`src/esr_pkg.sv`:
```
// =============================================
// shared constants of the mask block
package esr_pkg;
    // register select codes on the command port
    localparam logic [1:0] SEL_JUDGE     = 2'h1;
    localparam logic [1:0] SEL_LOW_BIN   = 2'h2;
    localparam logic [1:0] SEL_HIGH_BIN  = 2'h3;
    // reset values
    localparam logic [7:0] MASK_RESET    = 8'h00;
    localparam logic [7:0] STATUS_RESET  = 8'h00;
    // largest legal mask value
    localparam logic [15:0] MASK_MAX     = 16'h00FF;
    // judgement register field positions
    localparam int JUDGE_FIRST_HIGH  = 0;
    localparam int JUDGE_FIRST_IN    = 1;
    localparam int JUDGE_FIRST_LOW   = 2;
    localparam int JUDGE_SECOND_HIGH = 3;
    localparam int JUDGE_SECOND_IN   = 4;
    localparam int JUDGE_SECOND_LOW  = 5;
    localparam int JUDGE_AND_PASS    = 6;
    localparam int JUDGE_ERROR       = 7;
    // high bin register field positions
    localparam int HIGH_BIN9         = 0;
    localparam int HIGH_LOW_CAP      = 5;
    localparam int HIGH_OUT_OF_BIN   = 6;
    localparam int HIGH_FAULT        = 7;
    // response state
    typedef enum logic [2:0] {
        ST_IDLE = 3'b001,
        ST_READ = 3'b010,
        ST_RESP = 3'b100
    } resp_state_t;
endpackage

```
`src/mask_round.sv`:
```
`timescale 1ns/1ps
// =============================================
// rounds a fixed-point set value to an integer
module mask_round (
    input  wire logic        sys_clk,
    input  wire logic        arst_n,
    // fixed-point value: integer part and one fraction bit group
    input  wire logic        inValid,
    input  wire logic [15:0] inInt,
    input  wire logic [3:0]  inFrac,
    // rounded result, one cycle later
    output logic             outValid,
    output logic [7:0]       outValue,
    output logic             outRange
);
    logic [16:0] rounded;

    // half-up rounding: fraction nibble weighs 1/16
    always_comb begin
        rounded = {1'b0, inInt} + {16'h0000, inFrac[3]};
    end

    // register result and range verdict
    always_ff @(posedge sys_clk or negedge arst_n) begin
        if (!arst_n) begin
            outValid <= 1'b0;
            outValue <= 8'h00;
            outRange <= 1'b0;
        end else begin
            outValid <= inValid;
            outValue <= rounded[7:0];
            outRange <= (rounded <= {1'b0, esr_pkg::MASK_MAX}); // RULE12
        end
    end
endmodule

```
`src/event_status_enable_masks.sv`:
```
`timescale 1ns/1ps
// What this block does
// (RULE1) three 8-bit mask registers, each set to any value 0 to 255
// (RULE2) fractional set values are rounded to an integer before storing
// (RULE3) all masks are zero after power-on reset
// (RULE4) query returns the stored mask, reading leaves it unchanged
// (RULE5) judgement mask bits: first high/in/low, second high/in/low, and-pass, error
// (RULE6) low bin mask bits 0..7 enable bins 1..8
// (RULE7) high bin mask bits 0..4 bins 9..13, 5 low-cap, 6 out-of-bin, 7 fault
// (RULE8) header on: reply echoes command header; off: value only (status query replies here never carry the header)
// (RULE9) masks are binary weighted, bit n weighs 2 to the n
// (RULE10) status query returns 0..255 and clears the status register
// (RULE11) status bit counts toward summary only while its mask bit is one
// (RULE12) set value above 255 is a command error, mask unchanged
module event_status_enable_masks (
    // clock and reset
    input  wire logic       sys_clk,
    input  wire logic       arst_n,
    // set command from the parser
    input  wire logic       setValid,
    input  wire logic [1:0] setSel,
    input  wire logic [15:0] setInt,
    input  wire logic [3:0] setFrac,
    // mask query from the parser
    input  wire logic       maskQuery,
    input  wire logic [1:0] querySel,
    input  wire logic       headerOn,
    // status query from the parser (clear on read)
    input  wire logic       statusQuery,
    // raw events, one-cycle pulses from the measurement logic
    input  wire logic [7:0] judgeEvents,
    input  wire logic [7:0] lowBinEvents,
    input  wire logic [7:0] highBinEvents,
    // reply to the formatter
    output logic            respValid,
    output logic            respHeader,
    output logic [1:0]      respSel,
    output logic [7:0]      respValue,
    output logic            cmdError,
    // summary bits per register
    output logic [2:0]      summary
);
    // =============================================
    // storage
    // mask registers, loaded only by an accepted set
    logic [7:0]           judgement_event_enable_mask_q;
    logic [7:0]           low_bin_event_enable_mask_q;
    logic [7:0]           high_bin_event_enable_mask_q;
    // status registers, set by events and cleared by their own query
    logic [7:0]           judgeStat_q;
    logic [7:0]           lowStat_q;
    logic [7:0]           highStat_q;
    // per-bit status gated by its mask bit
    logic [7:0]           judgeHit;
    logic [7:0]           lowHit;
    logic [7:0]           highHit;
    // rounding stage results, one cycle behind the set strobe
    logic                 rndValid;
    logic [7:0]           rndValue;
    logic                 rndOk;
    logic [1:0]           pendSel_q;
    // query latch and read mux
    logic [1:0]           qSel_q;
    logic                 qHdr_q;
    logic                 qStat_q;
    logic [7:0]           readVal;
    esr_pkg::resp_state_t state_q;

    // =============================================
    // set path
    mask_round mask_round_inst (
        .sys_clk  (sys_clk),
        .arst_n   (arst_n),
        .inValid  (setValid),
        .inInt    (setInt),
        .inFrac   (setFrac),
        .outValid (rndValid),
        .outValue (rndValue),
        .outRange (rndOk)
    ); // RULE2

    // remember which register the set aims at while rounding
    // a second set may follow at once: its select lands as the first one commits
    always_ff @(posedge sys_clk or negedge arst_n) begin
        if (!arst_n) begin
            pendSel_q <= 2'h0;
        end else if (setValid) begin
            pendSel_q <= setSel;
        end
    end

    // =============================================
    // mask field map, bit 0 first; a one lets that event reach the summary
    //   judgement mask: 0 first high, 1 first in, 2 first low,
    //                   3 second high, 4 second in, 5 second low,
    //                   6 and-pass, 7 error
    //   low bin mask:   bit n enables bin n+1, so bin 1 sits in bit 0
    //   high bin mask:  0..4 bins 9..13, 5 low-cap, 6 out-of-bin, 7 fault
    // the rounded value is stored as it comes, so a host weight of 2 to the n
    // lands in bit n; no reordering happens here, and the event sources
    // must wire their pulses to these same positions
    // limitation: the mask never filters the status itself, only the summary

    // masks load the binary weighted value; out of range keeps the old one
    always_ff @(posedge sys_clk or negedge arst_n) begin
        if (!arst_n) begin
            judgement_event_enable_mask_q <= esr_pkg::MASK_RESET; // RULE3
            low_bin_event_enable_mask_q   <= esr_pkg::MASK_RESET; // RULE3
            high_bin_event_enable_mask_q  <= esr_pkg::MASK_RESET; // RULE3
        end else if (rndValid && rndOk) begin // RULE12
            case (pendSel_q)
                esr_pkg::SEL_JUDGE:    judgement_event_enable_mask_q <= rndValue; // RULE1 RULE9 RULE5
                esr_pkg::SEL_LOW_BIN:  low_bin_event_enable_mask_q   <= rndValue; // RULE6
                esr_pkg::SEL_HIGH_BIN: high_bin_event_enable_mask_q  <= rndValue; // RULE7
                default: begin
                end
            endcase
        end
    end

    // one-cycle error pulse on a rejected value
    // the host learns of a refused value only through this pulse
    always_ff @(posedge sys_clk or negedge arst_n) begin
        if (!arst_n) begin
            cmdError <= 1'b0;
        end else begin
            cmdError <= rndValid && !rndOk; // RULE12
        end
    end

    // =============================================
    // status registers: events set, a status read clears; a set wins over the clear
    // the clear hits only the register just read, and only in the answer cycle
    logic statClear;
    assign statClear = (state_q == esr_pkg::ST_RESP) && qStat_q;

    // event and clear in one cycle: the new event survives into the next read

    always_ff @(posedge sys_clk or negedge arst_n) begin
        if (!arst_n) begin
            judgeStat_q <= esr_pkg::STATUS_RESET;
            lowStat_q   <= esr_pkg::STATUS_RESET;
            highStat_q  <= esr_pkg::STATUS_RESET;
        end else begin
            judgeStat_q <= (statClear && qSel_q == esr_pkg::SEL_JUDGE    ? 8'h00 : judgeStat_q) | judgeEvents; // RULE10
            lowStat_q   <= (statClear && qSel_q == esr_pkg::SEL_LOW_BIN  ? 8'h00 : lowStat_q)   | lowBinEvents; // RULE10
            highStat_q  <= (statClear && qSel_q == esr_pkg::SEL_HIGH_BIN ? 8'h00 : highStat_q)  | highBinEvents; // RULE10
        end
    end

    // per-bit gating: a status bit counts only through its own mask bit
    for (genvar b = 0; b < 8; b++) begin : gen_gate
        assign judgeHit[b] = judgeStat_q[b] & judgement_event_enable_mask_q[b]; // RULE11
        assign lowHit[b]   = lowStat_q[b] & low_bin_event_enable_mask_q[b];     // RULE11
        assign highHit[b]  = highStat_q[b] & high_bin_event_enable_mask_q[b];   // RULE11
    end

    // summary registered so the output comes from a flop; it trails the status by a cycle
    always_ff @(posedge sys_clk or negedge arst_n) begin
        if (!arst_n) begin
            summary <= 3'h0;
        end else begin
            summary[0] <= |judgeHit; // RULE11
            summary[1] <= |lowHit;   // RULE11
            summary[2] <= |highHit;  // RULE11
        end
    end

    // =============================================
    // query path: latch request, pick value, answer
    always_comb begin
        case (qSel_q)
            esr_pkg::SEL_JUDGE:    readVal = qStat_q ? judgeStat_q : judgement_event_enable_mask_q;
            esr_pkg::SEL_LOW_BIN:  readVal = qStat_q ? lowStat_q   : low_bin_event_enable_mask_q;
            esr_pkg::SEL_HIGH_BIN: readVal = qStat_q ? highStat_q  : high_bin_event_enable_mask_q;
            default:               readVal = 8'h00;
        endcase
    end

    // =============================================
    // query sequencer and reply register

    // queries arriving while busy are ignored; the parser serialises them
    always_ff @(posedge sys_clk or negedge arst_n) begin
        if (!arst_n) begin
            state_q    <= esr_pkg::ST_IDLE;
            qSel_q     <= 2'h0;
            qHdr_q     <= 1'b0;
            qStat_q    <= 1'b0;
            respValid  <= 1'b0;
            respHeader <= 1'b0;
            respSel    <= 2'h0;
            respValue  <= 8'h00;
        end else begin
            respValid <= 1'b0;
            case (state_q)
                esr_pkg::ST_IDLE: begin
                    // take the request; later ones are dropped until the answer
                    if (maskQuery || statusQuery) begin
                        qSel_q  <= querySel;
                        qHdr_q  <= headerOn && !statusQuery; // RULE8
                        qStat_q <= statusQuery;
                        state_q <= esr_pkg::ST_READ;
                    end
                end
                esr_pkg::ST_READ: begin
                    // spare cycle: the read mux settles from the latched select
                    state_q <= esr_pkg::ST_RESP;
                end
                esr_pkg::ST_RESP: begin
                    // answer registered; a status read clears its register at this edge
                    respValid  <= 1'b1;
                    respValue  <= readVal; // RULE4
                    respHeader <= qHdr_q;  // RULE8
                    respSel    <= qSel_q;
                    state_q    <= esr_pkg::ST_IDLE;
                end
                default: begin
                    state_q <= esr_pkg::ST_IDLE;
                end
            endcase
        end
    end
endmodule

```
`config.mk`:
```
export PLATFORM = sky130hd
export DESIGN_NAME = event_status_enable_masks
export DESIGN_NICKNAME = d
export VERILOG_FILES = /design/src/esr_pkg.sv /design/src/mask_round.sv /design/src/event_status_enable_masks.sv
export SDC_FILE = /design/constraint.sdc
export NUM_CORES = 1
export LEC_CHECK = 0
export BUFFER_PORTS_ARGS = -buffer_cell sky130_fd_sc_hd__clkbuf_2
export CELL_PAD_IN_SITES_DETAIL_PLACEMENT = 1
export CELL_PAD_IN_SITES_GLOBAL_PLACEMENT = 1
export CORE_ASPECT_RATIO = 0.9
export CORE_MARGIN = 1.5
export CORE_UTILIZATION = 40
export CTS_CLUSTER_SIZE = 28
export DETAILED_ROUTE_END_ITERATION = 7
export GPL_TIMING_DRIVEN = 0
export PLACE_DENSITY_LB_ADDON = 0.1
export REMOVE_ABC_BUFFERS = 1
export SLEW_MARGIN = 20
export SYNTH_ARGS = -nofsm -noshare
export SYNTH_HDL_FRONTEND = slang
export SYNTH_SLANG_ARGS = --single-unit
export TNS_END_PERCENT = 10
```
`constraint.sdc`:
```
create_clock -name sys_clk -period 1.3 [get_ports sys_clk]
set_input_delay 0 -clock sys_clk [delete_from_list [all_inputs] [get_ports sys_clk]]
set_output_delay 0 -clock sys_clk [all_outputs]
set_load 0.02 [all_outputs]
```
=== After elaboration in Yosys (flattened, before gate mapping) ===
Index checks and enable logic that the tools add are counted.

* Input port bits: 54
* Bits in registers: 83
* Word-level logic and storage cells: 86
* Output and inout bits: 16

* Add/sub/neg operators: 1
* Equality and inequality tests: 10
* Mux-type cells: 10
* Bitwise operators: 27
* Magnitude comparators: 1
* Reduce and logical (&&, ||, !) cells: 17

{| class="wikitable"
|+ Operator list
! cell !! count
|-
| 8-bit 2-to-1 mux || 6
|-
| 1-bit bitwise AND || 24
|-
| 8-bit bitwise OR || 3
|-
| 8-bit case mux with 3 select lines || 1
|-
| 8-bit OR reduction || 3
|-
| 16-bit by 1-bit adder with 17-bit output || 1
|-
| 17-bit by 8-bit less-or-equal comparator with 1-bit output (second input constant) || 1
|-
| 2-bit equality test (second input constant) || 4
|-
| 2-bit AND reduction || 4
|-
| 1-bit logical AND || 7
|-
| 3-bit case mux with 2 select lines || 1
|-
| 2-bit by 1-bit equality test with 1-bit output (second input constant) || 2
|-
| 3-bit by 1-bit equality test with 1-bit output (second input constant) || 1
|-
| 3-bit by 2-bit equality test with 1-bit output (second input constant) || 1
|-
| 3-bit equality test (second input constant) || 1
|-
| 3-bit 2-to-1 mux || 1
|-
| 1-bit logical NOT || 2
|-
| 2-bit != test (second input constant) || 1
|-
| 1-bit logical OR || 1
|-
| 1-bit 2-to-1 mux || 1
|}

=== Logic depth before layout (Yosys ltp) ===
Gate-level depths: netlist (run 1).

* Depth in word-level cells: 5
* Mapped depth: 7
* Depth with buffers taken out: 7

=== Hierarchy ===
From an unflattened synthesis (run 1), not the netlist that was laid out.

* Cell total of the unflattened synthesis: 283
* Area, all modules: 3,713.6 um^2

{| class="wikitable"
|+ By module, submodules not included
! module !! area an instance (um^2) !! sequential area each (um^2) !! times used !! cells each
|-
| event_status_enable_masks || 3,123.0 || 1,828.0 || 1 || 228
|-
| mask_round || 590.6 || 250.2 || 1 || 55
|}

=== Worst setup path after synthesis (run 1) ===
OpenSTA, ideal clock, no wires.

* Path kind: flip-flop to flip-flop
* Start: reg state_q[0]
* End: reg qSel_q[0]
* Arrival time: 1,311 ps
* Data required time: 1,175 ps
* Library setup time: 125 ps
* Clock period less this slack: 1,436 ps
* Cell stages (with the launch flop): 4
* Path buffers: 0
* Path slack: -136 ps
* Path through: dfstp_2 > nor3b_2 > o21a_1 > mux2_2

* Longest elaborated chain between the ends: 2

{| class="wikitable"
|+ Ends and longest elaborated chain
! item !! RTL line !! text
|-
| start, declared || event_status_enable_masks.sv:67 || <nowiki>esr_pkg::resp_state_t state_q;</nowiki>
|-
| start signal, assigned || event_status_enable_masks.sv:186 || <nowiki>state_q <= esr_pkg::ST_IDLE;</nowiki>
|-
| start signal, assigned || event_status_enable_masks.sv:203 || <nowiki>state_q <= esr_pkg::ST_READ;</nowiki>
|-
| start signal, assigned || event_status_enable_masks.sv:208 || <nowiki>state_q <= esr_pkg::ST_RESP;</nowiki>
|-
| 3-bit by 1-bit equality test with 1-bit output || event_status_enable_masks.sv:196 || <nowiki>case (state_q)</nowiki>
|-
| 2-bit AND reduction (no source line) || n/a ||
|-
| end signal, assigned || event_status_enable_masks.sv:200 || <nowiki>qSel_q <= querySel;</nowiki>
|-
| end, declared || event_status_enable_masks.sv:63 || <nowiki>logic [1:0] qSel_q;</nowiki>
|}

No other way between the ends.
A chain may end at the register's enable or synchronous reset.

=== Final worst setup path (run 1) ===
* Start: reg qSel_q[1]
* End: reg respValue[3]

* Longest elaborated chain between the ends: 2
* Elaborated cells on any way between the ends: 4
* Those cells by class: 3 x eq/ne; 1 x mux

{| class="wikitable"
|+ Ends and longest elaborated chain
! item !! RTL line !! text
|-
| 2-bit equality test / 2-bit by 1-bit equality test with 1-bit output (equally long branches) || event_status_enable_masks.sv:172 || <nowiki>case (qSel_q)</nowiki>
|-
| 8-bit case mux with 3 select lines (*) || event_status_enable_masks.sv:172 ||
|-
| end signal, assigned || event_status_enable_masks.sv:213 || <nowiki>respValue <= readVal;</nowiki>
|-
| end, declared || event_status_enable_masks.sv:38 || <nowiki>output logic [7:0] respValue,</nowiki>
|}

Mark *: on every way between the ends. The rest lies on a longest branch, timed or not.

==> results of run 1 <==
-- layer usage --
layer / track usage / part of all wire
met2: 0.3609 / 0.50
met3: 0.06241 / 0.049
met1: 0.2666 / 0.43
met4: 0.07639 / 0.019
met5: 0 / 0
-- worst reg2reg max path, stage by stage, from the launching register on --
cell      delay (ns)
dfrtp_4         0.51
buf_12          0.16
mux2_2          0.31
a221oi_2        0.26
a211oi_2        0.07
a21o_1          0.17
-- what timing repair did --
item                                   CTS  global route
setup endpoints to repair               61            61
pin swaps                               10             3
endpoints found under the hold margin  121             0
gates cloned                             1             0
gates resized for setup                 25            15
hold buffers                            44             0
setup buffers                            7             2
-- through the flow --
stage / TNS, ns / setup slack (ns) / total power [mW]
after detailed placement: -23.40 / -0.7371 / 5.036
final: -6.625 / -0.2900 / 7.624
after floorplan: -7.414 / -0.4012 / 4.385
after CTS: -8.002 / -0.2373 / 7.414
after global routing: -10.81 / -0.3400 / 8.010
after global placement: -74.24 / -0.7237 / 4.963
-- how the worst min path moves through the flow --
| stage | endpoint | cells past startpoint | slack (ns) |
|---|---|---|---|
| floorplan | cmdError | 0 | -0.30 |
| global placement | mask_round_inst.outValid | 1 | 0.15 |
| detailed placement | respHeader | 1 | 0.09 |
| CTS | mask_round_inst.outRange | 4 | 0.0009 |
| global route | mask_round_inst.outRange | 4 | 0.006 |
| finish | mask_round_inst.outRange | 4 | 0.004 |
-- state kept, by name, indices dropped and copies added (netlist names), 8 cells and up --
register,count
lowStat_q,8
low_bin_event_enable_mask_q,8
judgement_event_enable_mask_q,8
respValue,8
judgeStat_q,8
mask_round_inst.outValue,8
highStat_q,8
high_bin_event_enable_mask_q,8
-- report_power, final --
part | internal, mW | switching, mW | leakage [nW]
registers | 2.95 | 0.360 | 0.976
clock network | 0.762 | 1.00 | 0.0855
logic | 1.19 | 1.36 | 1.14
-- cell usage in the layout, fill, tap and decap left out, types with 8 or more instances in the layout --
| cell | n |
|---|---|
| a221oi_2 | 8 |
| a22oi_1 | 16 |
| dlygate4sd3_1 | 44 |
| mux2_2 | 40 |
| nor2_1 | 9 |
| nand2_1 | 12 |
| clkbuf_8 | 11 |
| clkbuf_2 | 65 |
| a21o_1 | 30 |
| dfrtp_1 | 79 |
-- cells by family after synthesis --
group / after synthesis / synth area share
DFF: 83 / 0.5673
adders and majority gates: 2 / 0.006830
muxes: 44 / 0.1424
buffers and inverters: 10 / 0.01844
and+or+nand+nor: 55 / 0.09017
xor gates and xnor gates: 9 / 0.02152
AOI/OAI and AO/OA: 74 / 0.1533
-- final cells by class --
| type | instances | share of cell area |
|---|---|---|
| Clock inverter | 6 | 0.009821 |
| Timing Repair Buffer | 119 | 0.1760 |
| Sequential cell | 83 | 0.4205 |
| Multi-Input combinational cell | 185 | 0.3334 |
| Inverter | 2 | 0.002518 |
| Clock buffer | 10 | 0.02770 |
| Tap cell | 119 | 0.02997 |
==> flow_summary.yaml, run 1 <==
logic_synthesis:
  synth.largest_area_cell: "dfrtp_1"
  yosys-top-cells-count: "82 x dfrtp_1, 42 x mux2_2, 30 x a21o_1"
  synth_top_area_frac: 0.5601
  synth-main-ff-cell: "dfrtp_1"
  postSynth.asyncResetShare: 1.000
  synth_edf_count: 0
  ys_top_cells_by_area: "dfrtp_1 56%, mux2_2 13%, a21o_1 6.1%, a22oi_1 3.7%, a221oi_1 1.7%"
  synth.avg_cell_area_um2: 13.23
  synthCells: 277
  ys_seq_area_frac: 0.5673
  syn-cell-area_um2: 3664
  synth_cell_types: 43
  synth.most_common_cell: "dfrtp_1"
  yosys_warnings: 0
  ys_ff_latch: 83
sta:
  period_minus_slack_ns: 1.590
  timing.final.ws_setup_ns: -0.2900
  hold_violations: 0
  slew_headroom: 0.5605
  slew_viol_final: 0
  fin_worst_skew_ns: 0.01593
  rsz0062_at_grt: "true"
  fin_crit_sh: 1.223
  max_freq_ghz: 0.6289
  holdWs_ns: 0.003932
  tightestPinTransition_ns: 0.6593
  finalSetupViolations: 52
place:
  dp.cells: 454
  place_area_um2: 4091
  dp_hpwl_mm: 6.251
  gp_congestion: 0.7833
  numPortBuffers: 66
worst_hold_path:
  worstHoldStart: "setInt[14]"
  worstHoldPathType: "input pin to flop"
setup_path:
  path_class: "flop to flop"
  cp.arrival_ns: 1.84
  worstPathRequired_ns: 1.55
  crit_end: "respValue[3]"
  critical_path_buf_inv_count: 1
  cp_top_family: "flip-flops"
  cp-startpoint: "qSel_q[1]"
  critPathCaptureType: "flop"
  crit_chain: "buf_12, mux2_2, a221oi_2, a211oi_2, a21o_1"
  critPathLaunchType: "flop"
  cpMaxStageDelayCell: "dfrtp_4"
  reg2reg_depth: 5
  reg2reg_slack_ns: -0.29
  reg2reg_to: "respValue[3]"
  slowest_delay_ns: 0.51
  reg2reg_from: "qSel_q[1]"
  cp_num_cells: 5
  crit_fanout: 11
global_routing:
  grt_max_degree: 84
  grt_pass1_vias: 2956
  gr-usage-all-layers: 0.2151
  overflow: 0
  antenna_found_initial: 0
  grt_pass1_wl_mm: 15.73
finish:
  syn_to_final_growth_pct: 35.62
  nNetsFinal: 456
  fillCellCount: 916
  fin_cells: 524
  utilization: 0.5692
  fin_area_um2: 4969
  multi_input_area_um2: 1657
  seq_area_um2: 2090
  antenna_cells: 0
  drive_above_1_share: 0.4198
floorplan:
  die_h_um: 93.79
  io_pins: 70
  dieArea_um2: 9743
  coreArea_um2: 8728
  dieWidth_um: 103.9
  initial_core_util: 0.4197
  num_rows: 32
clocking:
  clk_latency_ns: 0.37
  cts_root_buf: "clkbuf_8"
  h-tree-depth: 3
  cts_inserted_buffers: 9
  ctsLongestPathBuffers: 2
  clkSinkCount: 83
  cts_tree: "done"
  clkTransAtPathRegs_ns: 0.09
job:
  cap_violations: 0
routing:
  drt_pass1_iterations: 4
  final_antenna_net_count: 0
  num_vias: 2837
  vias_per_cell: 5.414
  avgRoutedWirePerCell_um: 18.63
  first_iter_violations: 108
  drc: 0
  wl_mm: 9.762
outcome:
  status: "finished with violations"
  violations: "negative setup slack"
power_and_ir_drop:
  ir_drop_v: 0.0006654
  power_leakage_nw: 2.200
  powerDensity_nw_per_um2: 1534
Note: power is estimated with default switching activity, not from simulation.
==> run 2, diff against run 1 <==
SKIP_LAST_GASP = 1   (was not set)
==> run 2 against run 1 <==
The flow still finishes with violations (negative setup slack); cell count fell by 0.38%; register-to-register slack barely moved; core utilization fell by 0.82 points; die area did not move; first-iteration DRC count rose by 3.7%; design area fell by 1.4%; non-clock buffer count fell by 2; global-route usage fell by 0.25 points; setup slack improved by 0.0041 ns; largest cell class unchanged; highest routed layer unchanged.
==> flow_summary.yaml, run 2 (same netlist as run 1, synthesis figures left out) <==
outcome:
  status: "finished with violations"
  violations: "negative setup slack"
place:
  dp_hpwl_mm: 6.251
  pre_cts_slack_ns: -0.7371
  gp_congestion: 0.7833
  numPortBuffers: 66
clocking:
  h-tree-depth: 3
  cts_tree: "done"
  clkSinkCount: 83
  clk_latency_ns: 0.37
  cts_inserted_buffers: 9
  cts_root_buf: "clkbuf_8"
  clkTransAtPathRegs_ns: 0.09
  ctsLongestPathBuffers: 2
power_and_ir_drop:
  switching_share: 0.3532
  p_int_mw: 4.806
  power_frac_seq: 0.451
  pwr-share-clk: 0.237
  power_leakage_nw: 2.179
  powerDensity_nw_per_um2: 1517
  p_sw_mw: 2.624
  ir_drop_v: 0.0006674
  p_comb_frac: 0.311
job:
  cap_violations: 0
sta:
  timing.final.ws_setup_ns: -0.2859
  fin_worst_skew_ns: 0.01439
  fin_crit_sh: 1.220
  max_freq_ghz: 0.6305
  tns_ns: -9.501
  finalSetupViolations: 58
  hold_violations: 0
  slew_headroom: 0.5629
  holdWs_ns: 0.004774
  slew_viol_final: 0
  period_minus_slack_ns: 1.586
  tightestPinTransition_ns: 0.6556
  rsz0062_at_grt: "true"
setup_path:
  cp.arrival_ns: 1.84
  path_class: "flop to flop"
  critPathCaptureType: "flop"
  critPathLaunchType: "flop"
  crit_fanout: 11
  worstPathRequired_ns: 1.55
finish:
  final_common_cell: "dfrtp_1"
  seq_area_um2: 2090
  antenna_cells: 0
  nNetsFinal: 454
  fillCellCount: 919
  multi_input_area_um2: 1612
  syn_to_final_growth_pct: 33.67
  layout_common_cells: "79 x dfrtp_1, 65 x clkbuf_2, 44 x dlygate4sd3_1"
  utilization: 0.5611
  drive_above_1_share: 0.4020
routing:
  final_antenna_net_count: 0
  drc: 0
  first_iter_violations: 112
  num_vias: 2835
  avgRoutedWirePerCell_um: 18.40
  wl_mm: 9.604
  drt_pass1_iterations: 5
  vias_per_cell: 5.431
global_routing:
  antenna_found_initial: 0
  grt_max_degree: 84
  grt_pass1_vias: 2963
  grt_pass1_wl_mm: 15.61
  gr-usage-all-layers: 0.2126
  overflow: 0
floorplan:
  io_pins: 70
  dieWidth_um: 103.9
  die_h_um: 93.79
  coreArea_um2: 8728
  num_rows: 32
  dieArea_um2: 9743
  initial_core_util: 0.4197
worst_hold_path:
  worstHoldPathType: "input pin to flop"
-- run 2: cell types whose count changed in the layout (fill, tap and decap cells not counted), moves of 2 or more --
cell     change
nand3_4      -2
nand3_2      +2
mux2_2       +2
mux2_4       -2
-- run 2: repair_timing --
action | in CTS | in global routing
pin swaps | 2 | 2
hold buffers | 44 | 0
buffers inserted | 7 | 0
setup endpoints to repair | 61 | 61
gates cloned | 1 | 0
gates resized for setup | 20 | 7
hold endpoints to repair | 121 | 0
-- run 2: power by group through the flow --
stage               Clock [mW]  Sequential (mW)  Combinational [mW]
CTS                       1.81             3.33                2.22
floorplan                    0             3.53               0.853
finish                    1.76             3.35                2.31
global placement             0             3.45                1.51
global route              1.90             3.41                2.49
detailed placement           0             3.48                1.55
-- run 2: critical path: stages (launching register included) --
cell	delay (ns)
dfrtp_4	0.51
buf_12	0.16
mux2_2	0.30
a221oi_2	0.26
a211oi_2	0.07
a21o_1	0.17
-- run 2: metrics by stage --
| step | instances | instance area, um^2 | total power [mW] |
|---|---|---|---|
| 2_1_floorplan | 269 | 3603 | 4.385 |
| 6_report | 522 | 4897 | 7.430 |
| 4_1_cts | 522 | 4867 | 7.358 |
| 3_3_place_gp | 454 | 4083 | 4.963 |
| 5_1_grt | 522 | 4897 | 7.807 |
| 3_5_place_dp | 454 | 4091 | 5.036 |
-- run 2: layer usage --
layer | vias to the layer above | global-route usage | part of all wire
met5 | - | 0 | 0
met1 | 1453 | 0.2660 | 0.44
li1 | 1292 | - | -
met2 | 74 | 0.3571 | 0.50
met3 | 16 | 0.05895 | 0.046
met4 | 0 | 0.07292 | 0.015
-- run 2: cell type report --
type                       count  area share
tap                          119     0.03040
inverter                       2    0.002555
sequential                    83      0.4267
multi-input combinational    185      0.3291
clock inverter                 6    0.009964
timing repair buffer         117      0.1732
clock buffer                  10     0.02810
-- run 2: final timing paths --
check,start,endpoint,slack [ns],cells past startpoint
worst max register to register,qSel_q[1],respValue[3],-0.29,5
max in group asynchronous,arst_n,qSel_q[0],0.59,2
worst min-delay path,setInt[14],mask_round_inst.outRange,0.005,4
min in group asynchronous,arst_n,respHeader,0.21,2
worst max-delay path,qSel_q[1],respValue[3],-0.29,5
worst min register to register,respValue[1],respValue[1],0.48,1
